<file path="src/common/uab_cfg.svh">
// Offsets, field positions, counter start value and rates of the autobaud block
// Behaviour
// - Software setting autobaud_start begins a calibration sequence.
// - Receiver state machine is held idle while calibration runs.
// - Remote sends 55h; five rising edges including stop bit start.
// - Counting starts at first rise after start bit, stops at fifth.
// - Fifth rise: count left in divisor pair, start cleared, pending set.
// - Reading receive holding clears receive pending; value is discarded.
// - Divisor pair works as one 16-bit counter during calibration.
// - Counter advances at one eighth of the base divisor clock.
// - Calibration clock: /512, /128 with one select, /32 with both.
// - Base clock: /64, /16 with exactly one select, /4 with both.
// - With wake-on-break set, measurement uses the character after break.
// - Counter starts at 1; software subtracts 1 afterwards.
// - Result equals average bit time in base divisor clock periods.
// - Receive pending is read-only; set at the fifth rise, cleared only by reading receive holding.
`ifndef UAB_CFG_SVH
`define UAB_CFG_SVH
`define UAB_OFF_BAUD_CONTROL 4'h0
`define UAB_OFF_RECEIVE_HOLDING 4'h1
`define UAB_OFF_DIVISOR_LOW 4'h2
`define UAB_OFF_DIVISOR_HIGH 4'h3
`define UAB_OFF_IRQ_STATUS 4'h4
`define UAB_OFF_IRQ_MASK 4'h5
`define UAB_OFF_CONFIG 4'h6
`define UAB_BIT_START 0
`define UAB_BIT_WAKE 1
`define UAB_BIT_WIDE 3
`define UAB_BIT_IDLE 6
`define UAB_BIT_OVF 7
`define UAB_BIT_HSPEED 0
`define UAB_BIT_PEND 1
`define UAB_IRQ_DONE 0
`define UAB_IRQ_OVF 1
`define UAB_DIV_BASE_SLOW 16'h003f
`define UAB_DIV_BASE_MID 16'h000f
`define UAB_DIV_BASE_FAST 16'h0003
`define UAB_ABD_PRESCALE 3'h7
`define UAB_COUNT_START 16'h0001
`define UAB_EDGES 3'h5
`define UAB_SYNC_CHAR 8'h55
`endif

</file>
<file path="src/common/uab_pkg.sv">
// Types shared by the autobaud block
package uab_pkg;
   typedef enum logic [1:0] {
      uab_idle_st,
      uab_wait_break_st,
      uab_wait_start_st,
      uab_measure_st
   } uab_state_type;

   typedef struct packed {
      logic [3:0] address;
      logic read;
      logic write;
      logic [31:0] writedata;
   } uab_bus_req_type;

   typedef struct packed {
      logic overflow;
      logic wide;
      logic wake;
      logic start;
   } uab_control_type;
endpackage

</file>
<file path="src/hdl/uab_autobaud.sv">
// Autobaud measurement with Avalon-MM register slave
`timescale 1ns/1ps
`include "uab_cfg.svh"
module uab_autobaud
   import uab_pkg::*;
#(
   parameter int ADDR_WIDTH = 4
) (
   input wire logic clock,
   input wire logic resetn,
   input wire logic [ADDR_WIDTH-1:0] avs_address,
   input wire logic avs_read,
   input wire logic avs_write,
   input wire logic [31:0] avs_writedata,
   output logic [31:0] avs_readdata,
   output logic avs_waitrequest,
   input wire logic rx_in,
   input wire logic break_seen,
   output logic receiver_idle_hold,
   output logic irq
);
   uab_bus_req_type req;
   uab_control_type ctrl;
   uab_state_type state;
   logic high_speed_divider_select;
   logic receive_pending_flag;
   logic [7:0] receive_holding;
   logic [15:0] divisor;
   logic [15:0] base_count;
   logic [2:0] abd_count;
   logic [2:0] edge_count;
   logic rx_last;
   logic [1:0] irq_status;
   logic [1:0] irq_mask;
   logic accept;
   logic rx_rise;
   logic base_tick;
   logic abd_tick;
   logic finish;
   logic rollover;
   logic [15:0] base_limit;
   logic wr_ctrl;
   logic wr_low;
   logic wr_high;
   logic rd_hold;
   logic rd_status;

   assign req = '{address: avs_address[3:0], read: avs_read,
                  write: avs_write, writedata: avs_writedata};
   // One wait cycle per access so read data come from a flip-flop
   assign accept = (req.read | req.write) & avs_waitrequest == 1'b0;
   assign wr_ctrl = accept & req.write
      & req.address == `UAB_OFF_BAUD_CONTROL;
   assign wr_low = accept & req.write & req.address == `UAB_OFF_DIVISOR_LOW;
   assign wr_high = accept & req.write
      & req.address == `UAB_OFF_DIVISOR_HIGH;
   assign rd_hold = accept & req.read
      & req.address == `UAB_OFF_RECEIVE_HOLDING;
   assign rd_status = accept & req.read & req.address == `UAB_OFF_IRQ_STATUS;

   assign rx_rise = rx_in & ~rx_last;
   assign finish = state == uab_measure_st & rx_rise
      & edge_count == `UAB_EDGES - 3'h1;
   assign rollover = state == uab_measure_st & abd_tick
      & divisor == 16'hffff;

   // Base clock division from the two select bits
   always_comb begin
      unique case ({ctrl.wide, high_speed_divider_select})
         2'b00: base_limit = `UAB_DIV_BASE_SLOW;
         2'b01, 2'b10: base_limit = `UAB_DIV_BASE_MID;
         2'b11: base_limit = `UAB_DIV_BASE_FAST;
      endcase
   end
   // Eighth of base gives /512, /128, /32
   assign base_tick = base_count == base_limit;
   assign abd_tick = base_tick & abd_count == `UAB_ABD_PRESCALE;

   always_ff @(posedge clock) begin
      if (!resetn) begin
         avs_waitrequest <= 1'b1;
      end else if (avs_waitrequest & (req.read | req.write)) begin
         avs_waitrequest <= 1'b0;
      end else begin
         avs_waitrequest <= 1'b1;
      end
   end

   always_ff @(posedge clock) begin
      if (!resetn) begin
         rx_last <= 1'b1;
      end else begin
         rx_last <= rx_in;
      end
   end

   // Prescalers run only while measuring, so phase starts at the edge
   always_ff @(posedge clock) begin
      if (!resetn || state != uab_measure_st) begin
         base_count <= 16'h0000;
         abd_count <= 3'h0;
      end else if (base_tick) begin
         base_count <= 16'h0000;
         abd_count <= abd_count + 3'h1;
      end else begin
         base_count <= base_count + 16'h0001;
      end
   end

   always_ff @(posedge clock) begin
      if (!resetn) begin
         state <= uab_idle_st;
         edge_count <= 3'h0;
      end else begin
         unique case (state)
            uab_idle_st: begin
               if (wr_ctrl & avs_writedata[`UAB_BIT_START]) begin
                  state <= avs_writedata[`UAB_BIT_WAKE]
                     ? uab_wait_break_st : uab_wait_start_st;
               end
            end
            uab_wait_break_st: begin
               if (break_seen) begin
                  state <= uab_wait_start_st;
               end
            end
            uab_wait_start_st: begin
               // First rise after the start bit opens the window
               if (rx_rise) begin
                  state <= uab_measure_st;
                  edge_count <= 3'h1;
               end
            end
            uab_measure_st: begin
               if (finish) begin
                  state <= uab_idle_st;
                  edge_count <= 3'h0;
               end else if (rx_rise) begin
                  edge_count <= edge_count + 3'h1;
               end
            end
         endcase
      end
   end

   always_ff @(posedge clock) begin
      if (!resetn) begin
         divisor <= 16'h0000;
      end else if (state == uab_wait_start_st & rx_rise) begin
         divisor <= `UAB_COUNT_START;
      end else if (state == uab_measure_st & abd_tick & ~finish) begin
         // Both bytes always count together; result is bit time
         divisor <= divisor + 16'h0001;
      end else if (state == uab_idle_st) begin
         if (wr_low) begin
            divisor[7:0] <= avs_writedata[7:0];
         end
         if (wr_high) begin
            divisor[15:8] <= avs_writedata[7:0];
         end
      end
   end

   always_ff @(posedge clock) begin
      if (!resetn) begin
         ctrl <= '0;
         high_speed_divider_select <= 1'b0;
      end else begin
         if (finish) begin
            ctrl.start <= 1'b0;
         end else if (wr_ctrl) begin
            ctrl.start <= avs_writedata[`UAB_BIT_START] | ctrl.start;
         end
         if (wr_ctrl & state == uab_idle_st) begin
            ctrl.wake <= avs_writedata[`UAB_BIT_WAKE];
            ctrl.wide <= avs_writedata[`UAB_BIT_WIDE];
         end
         // Set wins over a software clear
         if (rollover) begin
            ctrl.overflow <= 1'b1;
         end else if (wr_ctrl) begin
            ctrl.overflow <= avs_writedata[`UAB_BIT_OVF];
         end
         if (accept & req.write & req.address == `UAB_OFF_CONFIG) begin
            high_speed_divider_select <= avs_writedata[`UAB_BIT_HSPEED];
         end
      end
   end

   // Pending flag has no write path from software
   always_ff @(posedge clock) begin
      if (!resetn) begin
         receive_pending_flag <= 1'b0;
         receive_holding <= 8'h00;
      end else if (finish) begin
         receive_pending_flag <= 1'b1;
         receive_holding <= `UAB_SYNC_CHAR;
      end else if (rd_hold) begin
         receive_pending_flag <= 1'b0;
      end
   end

   always_ff @(posedge clock) begin
      if (!resetn) begin
         receiver_idle_hold <= 1'b0;
      end else begin
         receiver_idle_hold <= ctrl.start | (wr_ctrl
            & avs_writedata[`UAB_BIT_START]);
      end
   end

   always_ff @(posedge clock) begin
      if (!resetn) begin
         irq_status <= 2'b00;
         irq_mask <= 2'b00;
      end else begin
         irq_status[`UAB_IRQ_DONE] <= finish
            | (irq_status[`UAB_IRQ_DONE] & ~rd_status);
         irq_status[`UAB_IRQ_OVF] <= rollover
            | (irq_status[`UAB_IRQ_OVF] & ~rd_status);
         if (accept & req.write & req.address == `UAB_OFF_IRQ_MASK) begin
            irq_mask <= avs_writedata[1:0];
         end
      end
   end

   always_ff @(posedge clock) begin
      if (!resetn) begin
         irq <= 1'b0;
      end else begin
         irq <= |(irq_status & irq_mask);
      end
   end

   always_ff @(posedge clock) begin
      if (!resetn) begin
         avs_readdata <= 32'h00000000;
      end else if (avs_waitrequest & avs_read) begin
         unique case (req.address)
            `UAB_OFF_BAUD_CONTROL: avs_readdata <= {24'h000000,
               ctrl.overflow, ~receiver_idle_hold, 1'b0, 1'b0,
               ctrl.wide, 1'b0, ctrl.wake, ctrl.start};
            `UAB_OFF_RECEIVE_HOLDING: avs_readdata <=
               {24'h000000, receive_holding};
            // High byte reading 00h with overflow clear shows the low byte did not overflow
            `UAB_OFF_DIVISOR_LOW: avs_readdata <= {24'h000000, divisor[7:0]};
            `UAB_OFF_DIVISOR_HIGH: avs_readdata <=
               {24'h000000, divisor[15:8]};
            `UAB_OFF_IRQ_STATUS: avs_readdata <= {30'h00000000, irq_status};
            `UAB_OFF_IRQ_MASK: avs_readdata <= {30'h00000000, irq_mask};
            `UAB_OFF_CONFIG: avs_readdata <= {30'h00000000,
               receive_pending_flag, high_speed_divider_select};
            default: avs_readdata <= 32'h00000000;
         endcase
      end
   end
endmodule

</file>
<file path="config.mk">
export PLATFORM = sky130hd
export DESIGN_NAME = uab_autobaud
export DESIGN_NICKNAME = d
export VERILOG_FILES = /design/src/common/uab_pkg.sv /design/src/hdl/uab_autobaud.sv
export VERILOG_INCLUDE_DIRS = /design/src /design/src/common
export SDC_FILE = /design/constraint.sdc
export NUM_CORES = 1
export LEC_CHECK = 0
export ABC_AREA = 1
export ABC_CLOCK_PERIOD_IN_PS = 4500
export BUFFER_PORTS_ARGS = -buffer_cell sky130_fd_sc_hd__buf_2
export CORE_MARGIN = 2
export CORE_UTILIZATION = 32
export DETAILED_ROUTE_END_ITERATION = 12
export PLACE_DENSITY = 0.59
export SLEW_MARGIN = 20
export SYNTH_ARGS = -nofsm -noshare
export SYNTH_HDL_FRONTEND = slang
export SYNTH_SLANG_ARGS = --single-unit
</file>
<file path="constraint.sdc">
create_clock -name clock -period 4.5 [get_ports clock]
set_input_delay 1.125 -clock clock [delete_from_list [all_inputs] [get_ports clock]]
set_output_delay 1.125 -clock clock [all_outputs]
set_load 0.005 [all_outputs]
</file>
==> run_results.csv, run 1 <==
group,metric,value,unit
yosys,synth_xor_area_frac,0.0281,
route,detail_route.wl_per_cell,12.7,microns
yosys,synth_top_family_by_area,"simple AND/OR/NAND/NOR gates",
cells_and_area,stdcell_count,729,
setup_path,crit_fanout,33,
timing,relSlewSlack,0.495,
cts,path_clk_slew,0.05,ns
setup_path,path_class,"input port to register",
setup_path,crit_buf_inv,3,
setup_path,critPathCapture,"divisor[9]$_SDFFE_PP0P_",
timing,tightest_slew,0.756,ns
setup_path,startpoint_type,"input port",
yosys,synth-seq-area-share,0.337,
floorplan,rows,39,
setup_path,crit_chain,"buf_2 > nand2_1 > nor2_2 > nand3_2 > nand3_4 > inv_2 > nand3_1 > nand3_1 > nand2_1 > inv_1",
pwr,powerDensity,365,nW/um^2
route,drtPass1Iterations,5,
setup_path,r2r-start,"base_count[0]$_SDFF_PP0_",
yosys,synth.mux.area_fraction,0.00268,
yosys,synth_area,3740,sq um
yosys,synth_compound_area_frac,0.0988,
placement,post-place-cells,713,
yosys,ys.flop_type,"dfxtp_1",
pwr,peakVddDrop,206,uV
yosys,yosysUniqueCellTypes,44,
floorplan,core_area,11400,sq um
setup_path,worstPathArrival,2.60,ns
worst_hold_path,hold_path_class,"register to register",
setup_path,r2r-end,"divisor[9]$_SDFFE_PP0P_",
setup_path,rrSetupSlack,2.29,ns
setup_path,rr_worst_depth,13,
floorplan,dieWidth,112,microns
cts,clock_sinks,63,
cts,cts_tree,"yes",
timing,finalCriticalPeriod,2.37,ns
route,drc,0,
setup_path,cp-startpoint,"rx_in",
cts,cts_buffer_depth,2,
cells_and_area,layout-drive-gt1-share,0.116,
cts,numCtsBuffers,9,
timing,rsz0062_at_grt,"false",
route,drt_iter0_markers,215,
floorplan,dieArea,12600,sq um
cts,cts_max_level,3,
route,ant_nets,0,
outcome,status,"complete, no violations",
timing,setup_viol_count_final,0,
setup_path,critPathMaxStageDelay,0.39,ns
yosys,synth-edff-count,0,
setup_path,end_kind,"register",
route,drt_wl_total,9290,microns
pwr,p_total,1.55,mW
floorplan,chipHeight,112,microns
grt,overflow,0,
setup_path,required,4.73,ns
setup_path,crit_slowest_cell,"nand3_4",
setup_path,crit_family,"simple AND/OR/NAND/NOR gates",
placement,dp_hpwl,7050,microns
yosys,yosys_warnings,0,
grt,grt_antenna_before_repair,0,
floorplan,start_util,0.327,
yosys,netlist_instances,553,
grt,grt_pass1_wl,15400,microns
timing,finalHoldViolCount,0,
cells_and_area,final_common_cell,"nand2_1",
grt,grt_use_total,0.152,
yosys,async_reset_ff_frac,0,
setup_path,crit_cells,10,
timing,finalCritPeriodShare,0.526,
floorplan,pin_count,77,
yosys,synthSimpleGateAreaFrac,0.357,
cells_and_area,syn2layout_area_growth,14.0,%
cells_and_area,multi_input_area,2030,sq um
cells_and_area,regArea,1260,sq um
cells_and_area,num-fill-cells,1229,
flow_run,drv_cap,0,
placement,numPortBuffers,28,
cts,clock-root-buffer,"clkbuf_16",
timing,fmax,422,MHz
yosys,syn_area_per_cell,6.76,sq um
route,vias,3470,
placement,gp_congestion,0.849,
cells_and_area,n_antenna_cell,0,
cts,cts_resized,0,
yosys,postSynthRegisterBits,63,
placement,placed_area,3910,sq um
grt,grt_max_degree,34,
cells_and_area,mostFrequentLayoutCells,"nand2_1, nand3_1, inv_1",
cells_and_area,nets,633,
route,post_drt_via_cell_ratio,4.76,
timing,tns,0,ns
cells_and_area,final_cell_area,4260,sq um
grt,grt_pass1_vias,3247,
timing,hold_ws,0.451,ns
timing,fin_skew,0.00726,ns
cts,postCtsSetupRepairBufs,0,
cts,clk_latency,0.33,ns
timing,maxSlewViolCount,0,
cts,cts-hold-fix-buffers,0,
yosys,synth-adder-area-share,0.0335,
pwr,leakage,1.95,nW
## metrics by stage
stage	util	worst slack, ns
after floorplan	-	2.35
after global placement	0.343	1.82
after detailed placement	0.343	1.81
after CTS	0.373	2.17
after global routing	0.373	1.97
final	0.373	2.13
## sequential cells by signal, summed over array words and instances (netlist names)
register and cells:
irq_mask 2, ctrl 4, abd_count 3, base_count 16, receiver_idle_hold 1, avs_waitrequest 1, high_speed_divider_select 1, receive_pending_flag 1
state 2, avs_readdata 8, edge_count 3, irq_status 2, divisor 16, irq 1, receive_holding 1, rx_last 1
## cell families (layout without fill, tap and decap cells)
| group | Yosys count | after routing |
|---|---|---|
| mux | 1 | 1 |
| compound gates | 66 | 66 |
| buf+inv | 114 | 124 |
| simple gates | 286 | 286 |
| xor+xnor | 12 | 12 |
| other cells | 1 | 24 |
| flops | 63 | 63 |
| fa+ha+maj | 10 | 10 |
## how the worst min path moves through the flow
stage               cells past startpoint                startpoint                        to  slack [ns]
floorplan                               1  base_count[0]$_SDFF_PP0_  base_count[0]$_SDFF_PP0_        0.42
global placement                        1  base_count[0]$_SDFF_PP0_  base_count[0]$_SDFF_PP0_        0.43
detailed placement                      1  base_count[0]$_SDFF_PP0_  base_count[0]$_SDFF_PP0_        0.44
CTS                                     1  base_count[0]$_SDFF_PP0_  base_count[0]$_SDFF_PP0_        0.45
global route                            1  base_count[0]$_SDFF_PP0_  base_count[0]$_SDFF_PP0_        0.47
finish                                  1  base_count[0]$_SDFF_PP0_  base_count[0]$_SDFF_PP0_        0.45
## where the power goes
part | total, mW | switching, mW | internal (mW)
registers | 0.584 | 0.0126 | 0.572
clock network | 0.810 | 0.255 | 0.556
logic | 0.160 | 0.111 | 0.0484
total | 1.55 | 0.378 | 1.18
## cell usage after synthesis (5+ instances only)
master   instances  share of area
a21oi_1         33          0.044
inv_2            7         0.0070
nor2_1          45          0.045
nand3_1         75           0.10
nor3_1           9          0.012
xor2_1          11          0.026
nor2_2           6          0.010
o21ai_0         15          0.020
dfxtp_1         63           0.34
buf_4           24          0.048
inv_1           73          0.073
nand2_1        120           0.12
nand4_1          7          0.012
nor4_1           5         0.0084
ha_1            10          0.033
## layer usage
metal,share of wire,track usage,wire length [microns]
met5,0,0,0
met4,0.014,0.0545,128
met3,0.063,0.0410,586
met2,0.45,0.235,4200
met1,0.47,0.206,4370
## area by class of cell
type / count / area share
inverter: 80 / 0.0705
clock inverter: 5 / 0.0247
tap: 143 / 0.0420
multi-input combinational: 399 / 0.477
clock buffer: 11 / 0.0570
timing repair buffer: 28 / 0.0329
sequential: 63 / 0.296
Note: power is estimated with default switching activity, not from simulation.
==> run 2: changes to the inputs <==
- ABC_CLOCK_PERIOD_IN_PS: 4500 -> 2000
- PLACE_DENSITY: 0.59 -> 0.61
- clock period: 4.5 -> 2 ns (I/O delays scaled with it)
==> run 2 against run 1 <==
- die area stayed put
- first-iteration DRC count is 1.4% higher
- clock-buffer cell count stayed put
- sequential cell count stayed put
- non-clock buffer count is 12 higher
==> run_results.csv, run 2 (synthesis gave the netlist of run 1 again) <==
group,metric,value,unit
grt,grt_antenna_before_repair,0,
cts,numCtsBuffers,9,
cells_and_area,final_util,0.381,
floorplan,start_util,0.327,
timing,finalCritPeriodShare,0.898,
timing,maxSlewViolCount,0,
pwr,powerDensity,784,nW/um^2
setup_path,r2r-end,"divisor[9]$_SDFFE_PP0P_",
cells_and_area,regArea,1260,sq um
setup_path,required,2.23,ns
timing,finalHoldViolCount,0,
timing,fmax,557,MHz
route,drt_wl_total,9360,microns
route,ant_nets,0,
route,drc,0,
timing,relSlewSlack,0.493,
floorplan,core_area,11400,sq um
worst_hold_path,hold_path_class,"input port to register",
timing,fin_skew,0.00696,ns
setup_path,rr_worst_depth,13,
timing,rsz0062_at_grt,"false",
route,vias,3554,
cts,path_clk_slew,0.06,ns
setup_path,startpoint_type,"register",
timing,tightest_slew,0.759,ns
grt,overflow,0,
cells_and_area,final_common_cell,"nand2_1",
grt,grt_pass1_wl,15800,microns
cells_and_area,reg_top3,"base_count: 16 flops, divisor: 16 flops, avs_readdata: 8 flops",
flow_run,drv_cap,0,
cts,cts-hold-fix-buffers,0,
setup_path,r2r-start,"base_count[0]$_SDFF_PP0_",
timing,tns,0,ns
route,detail_route.wl_per_cell,12.6,microns
timing,finalCriticalPeriod,1.80,ns
cells_and_area,num-fill-cells,1203,
floorplan,dieWidth,112,microns
timing,setup_viol_count_final,0,
floorplan,pin_count,77,
grt,grt_max_degree,25,
worst_hold_path,hp-start,"rx_in",
setup_path,end_kind,"register",
cells_and_area,nets,645,
outcome,status,"complete, no violations",
pwr,peakVddDrop,415,uV
timing,hold_ws,0.398,ns
setup_path,worstPathArrival,2.03,ns
worst_hold_path,min_path_cells,2,
placement,dp_hpwl,7250,microns
cts,cts_tree,"yes",
grt,grt_pass1_vias,3378,
placement,numPortBuffers,28,
setup_path,path_class,"register to register",
setup_path,rrSetupSlack,0.20,ns
cells_and_area,syn2layout_area_growth,16.5,%
placement,gp_congestion,0.897,
cells_and_area,layout-drive-gt1-share,0.137,
pwr,leakage,2.00,nW
cells_and_area,mostFrequentLayoutCells,"nand2_1, nand3_1, inv_1",
setup_path,cp-startpoint,"base_count[0]$_SDFF_PP0_",
cts,clk_latency,0.34,ns
route,drtPass1Iterations,5,
cells_and_area,multi_input_area,2030,sq um
cts,clock_sinks,63,
route,drt_iter0_markers,218,
floorplan,dieArea,12600,sq um
cells_and_area,n_antenna_cell,0,
floorplan,rows,39,
pwr,p_total,3.41,mW
cts,cts_buffer_depth,2,
cts,cts_max_level,3,
cts,clock-root-buffer,"clkbuf_16",
grt,grt_use_total,0.156,
floorplan,chipHeight,112,microns
setup_path,crit_fanout,8,
route,post_drt_via_cell_ratio,4.80,
worst_hold_path,whs_endpoint,"rx_last$_SDFF_PN1_",
==> run 2: what timing repair did <==
| item | 4_1_cts | 5_1_grt |
|---|---|---|
| resized for setup | 0 | 3 |
| hold endpoints to repair | 0 | 0 |
| setup buffers | 0 | 0 |
| endpoints found under the setup margin | 0 | 3 |
==> run 2: critical path, stage by stage, from the launching register on <==
cell	delay [ns]
dfxtp_1	0.35
ha_1	0.23
inv_2	0.06
nor2_1	0.08
nand2_1	0.06
nor2_1	0.11
nand2_2	0.10
nor2_8	0.12
nand3_4	0.11
buf_4	0.19
nand3_1	0.09
nand3_1	0.09
nand2_1	0.06
inv_1	0.04
==> run 2: how the worst max path moves through the flow <==
stage,end,slack [ns],cells past startpoint
floorplan,divisor[14]$_SDFFE_PP0P_,0.39,13
global placement,divisor[11]$_SDFFE_PP0P_,0.21,13
detailed placement,divisor[13]$_SDFFE_PP0P_,0.17,13
CTS,divisor[13]$_SDFFE_PP0P_,0.15,13
global route,state[0]$_SDFFE_PN0P_,0.04,9
finish,divisor[9]$_SDFFE_PP0P_,0.20,13
==> run 2: layer usage <==
| metal | vias up | track usage | wire length, microns |
|---|---|---|---|
| li1 | 1833 | - | - |
| met1 | 1598 | 0.209 | 4470 |
| met2 | 109 | 0.247 | 4230 |
| met3 | 14 | 0.0443 | 554 |
| met4 | 0 | 0.0423 | 109 |
| met5 | - | 0 | 0 |
==> run 2: report_power, final <==
| part | leakage [nW] | total (mW) | switching (mW) | internal [mW] |
|---|---|---|---|---|
| clock | 0.158 | 1.73 | 0.574 | 1.16 |
| combinational | 1.34 | 0.367 | 0.250 | 0.117 |
| sequential | 0.508 | 1.32 | 0.0286 | 1.29 |
| total | 2.00 | 3.41 | 0.853 | 2.56 |
==> run 2: area by class of cell <==
class                           count  share of cell area
Multi-Input combinational cell    399               0.467
Sequential cell                    63               0.290
Inverter                           80              0.0696
Clock buffer                       11              0.0581
Timing Repair Buffer               40              0.0558
Tap cell                          143              0.0411
Clock inverter                      5              0.0184
==> run 2: per-stage QoR <==
| stage | worst slack, ns | cell area, sq um | cells |
|---|---|---|---|
| 2_1_floorplan | 0.393 | 3820 | 576 |
| 3_3_place_gp | 0.209 | 4020 | 725 |
| 3_5_place_dp | 0.174 | 4020 | 725 |
| 4_1_cts | 0.155 | 4350 | 741 |
| 5_1_grt | 0.0365 | 4350 | 741 |
| 6_report | 0.205 | 4350 | 741 |
==> run 3: changes to the inputs <==
- MAX_ROUTING_LAYER: unset -> met4
==> run 3 against run 2 <==
- global-route usage increased by 0.50 points
- critical path type unchanged
- non-clock buffer count unchanged
- clock skew decreased by 0.0041 ns
==> run_results.csv, run 3 (synthesis gave the netlist of run 1 again) <==
group,metric,value,unit
setup_path,end_kind,"register",
route,drc,0,
route,drtPass1Iterations,5,
placement,post-place-cells,725,
floorplan,dieWidth,112,microns
cells_and_area,nets,645,
floorplan,pin_count,77,
cells_and_area,stdcell_count,741,
route,post_drt_via_cell_ratio,4.88,
setup_path,critPathMaxStageDelay,0.39,ns
setup_path,cp-startpoint,"state[0]$_SDFFE_PN0P_",
setup_path,worstPathArrival,2.07,ns
grt,grt_pass1_vias,3336,
timing,fmax,558,MHz
cells_and_area,mostFrequentLayoutCells,"nand2_1, nand3_1, inv_1",
cells_and_area,multi_input_area,2030,sq um
floorplan,start_util,0.327,
grt,grt_max_degree,25,
timing,fin_skew,0.00285,ns
flow_run,drv_cap,0,
timing,tns,0,ns
pwr,peakVddDrop,384,uV
setup_path,r2r-start,"state[0]$_SDFFE_PN0P_",
setup_path,required,2.28,ns
floorplan,chipHeight,112,microns
route,drt_iter0_markers,244,
grt,overflow,0,
cells_and_area,n_antenna_cell,0,
setup_path,startpoint_type,"register",
route,detail_route.wl_per_cell,12.9,microns
cells_and_area,reg_top3,"base_count: 16 flops, divisor: 16 flops, avs_readdata: 8 flops",
route,drt_wl_total,9560,microns
setup_path,r2r-end,"divisor[9]$_SDFFE_PP0P_",
cts,numCtsBuffers,9,
cells_and_area,syn2layout_area_growth,16.1,%
grt,grt_use_total,0.161,
floorplan,rows,39,
setup_path,path_class,"register to register",
timing,maxSlewViolCount,0,
placement,gp_congestion,0.911,
timing,relSlewSlack,0.499,
grt,grt_pass1_wl,15900,microns
setup_path,crit_family,"simple AND/OR/NAND/NOR gates",
setup_path,crit_cells,10,
setup_path,critPathCapture,"divisor[9]$_SDFFE_PP0P_",
cells_and_area,layout-drive-gt1-share,0.135,
cells_and_area,final_util,0.380,
setup_path,crit_chain,"ha_1 > inv_1 > nor2_2 > nand3_2 > nand3_4 > buf_4 > nand3_1 > nand3_1 > nand2_1 > inv_1",
timing,finalCritPeriodShare,0.896,
setup_path,rrSetupSlack,0.21,ns
cts,cts_tree,"yes",
setup_path,rr_worst_depth,10,
cts,clk_latency,0.33,ns
route,ant_nets,0,
pwr,leakage,2.00,nW
pwr,p_total,3.36,mW
cts,clock-root-buffer,"clkbuf_16",
pwr,powerDensity,775,nW/um^2
setup_path,crit_fanout,8,
cells_and_area,final_common_cell,"nand2_1",
grt,grt_antenna_before_repair,0,
worst_hold_path,hold_path_class,"input port to register",
setup_path,crit_slowest_cell,"dfxtp_1",
outcome,status,"complete, no violations",
timing,finalHoldViolCount,0,
cts,cts_max_level,3,
floorplan,dieArea,12600,sq um
cts,path_clk_slew,0.05,ns
placement,dp_hpwl,7330,microns
cells_and_area,num-fill-cells,1222,
timing,tightest_slew,0.751,ns
timing,setup_viol_count_final,0,
cts,clock_sinks,63,
setup_path,crit_buf_inv,3,
route,vias,3617,
cells_and_area,regArea,1260,sq um
timing,finalCriticalPeriod,1.79,ns
floorplan,core_area,11400,sq um
timing,rsz0062_at_grt,"false",
placement,numPortBuffers,28,
cts,cts_buffer_depth,2,
run 3: layout make-up:
type,instances,area share
well taps,143,0.0412
inverters,80,0.0698
clock buffers,9,0.0519
flip-flops and latches,63,0.291
multi-input cells,399,0.468
clock inverters,7,0.0225
repair buffers,40,0.0559
run 3: per-stage QoR:
stage / setup slack (ns) / hold WS [ns] / area, sq um
after floorplan: 0.393 / 0.417 / 3820
after global placement: 0.189 / 0.431 / 4020
after detailed placement: 0.187 / 0.443 / 4020
after CTS: 0.166 / 0.391 / 4340
after global routing: 0.0179 / 0.410 / 4340
final: 0.208 / 0.400 / 4340
run 3: power by group:
part | total (mW) | internal (mW) | switching, mW
logic | 0.364 | 0.113 | 0.251
clock network | 1.68 | 1.09 | 0.591
registers | 1.32 | 1.29 | 0.0294
total | 3.36 | 2.49 | 0.872
run 3: repair_timing:
action / in CTS / in global routing
hold buffers: 0 / 0
setup buffers: 0 / 0
resized for setup: 0 / 2
endpoints found under the setup margin: 0 / 3
run 3: worst min-delay path by stage:
stage                                        start                          to  slack [ns]  depth (start not counted)
after global placement    base_count[0]$_SDFF_PP0_    base_count[0]$_SDFF_PP0_        0.43                          1
final                                    avs_write  avs_waitrequest$_SDFF_PN1_        0.40                          2
after CTS                                avs_write  avs_waitrequest$_SDFF_PN1_        0.39                          2
after global routing                         rx_in          rx_last$_SDFF_PN1_        0.41                          2
after floorplan           base_count[0]$_SDFF_PP0_    base_count[0]$_SDFF_PP0_        0.42                          1
after detailed placement  base_count[0]$_SDFF_PP0_    base_count[0]$_SDFF_PP0_        0.44                          1
run 3: layer usage:
metal | vias up | track usage | wire, microns
met1 | 1661 | 0.208 | 4430
met5 | - | - | 0
li1 | 1831 | - | -
met3 | 18 | 0.0373 | 579
met4 | 0 | 0.0472 | 161
met2 | 107 | 0.252 | 4380
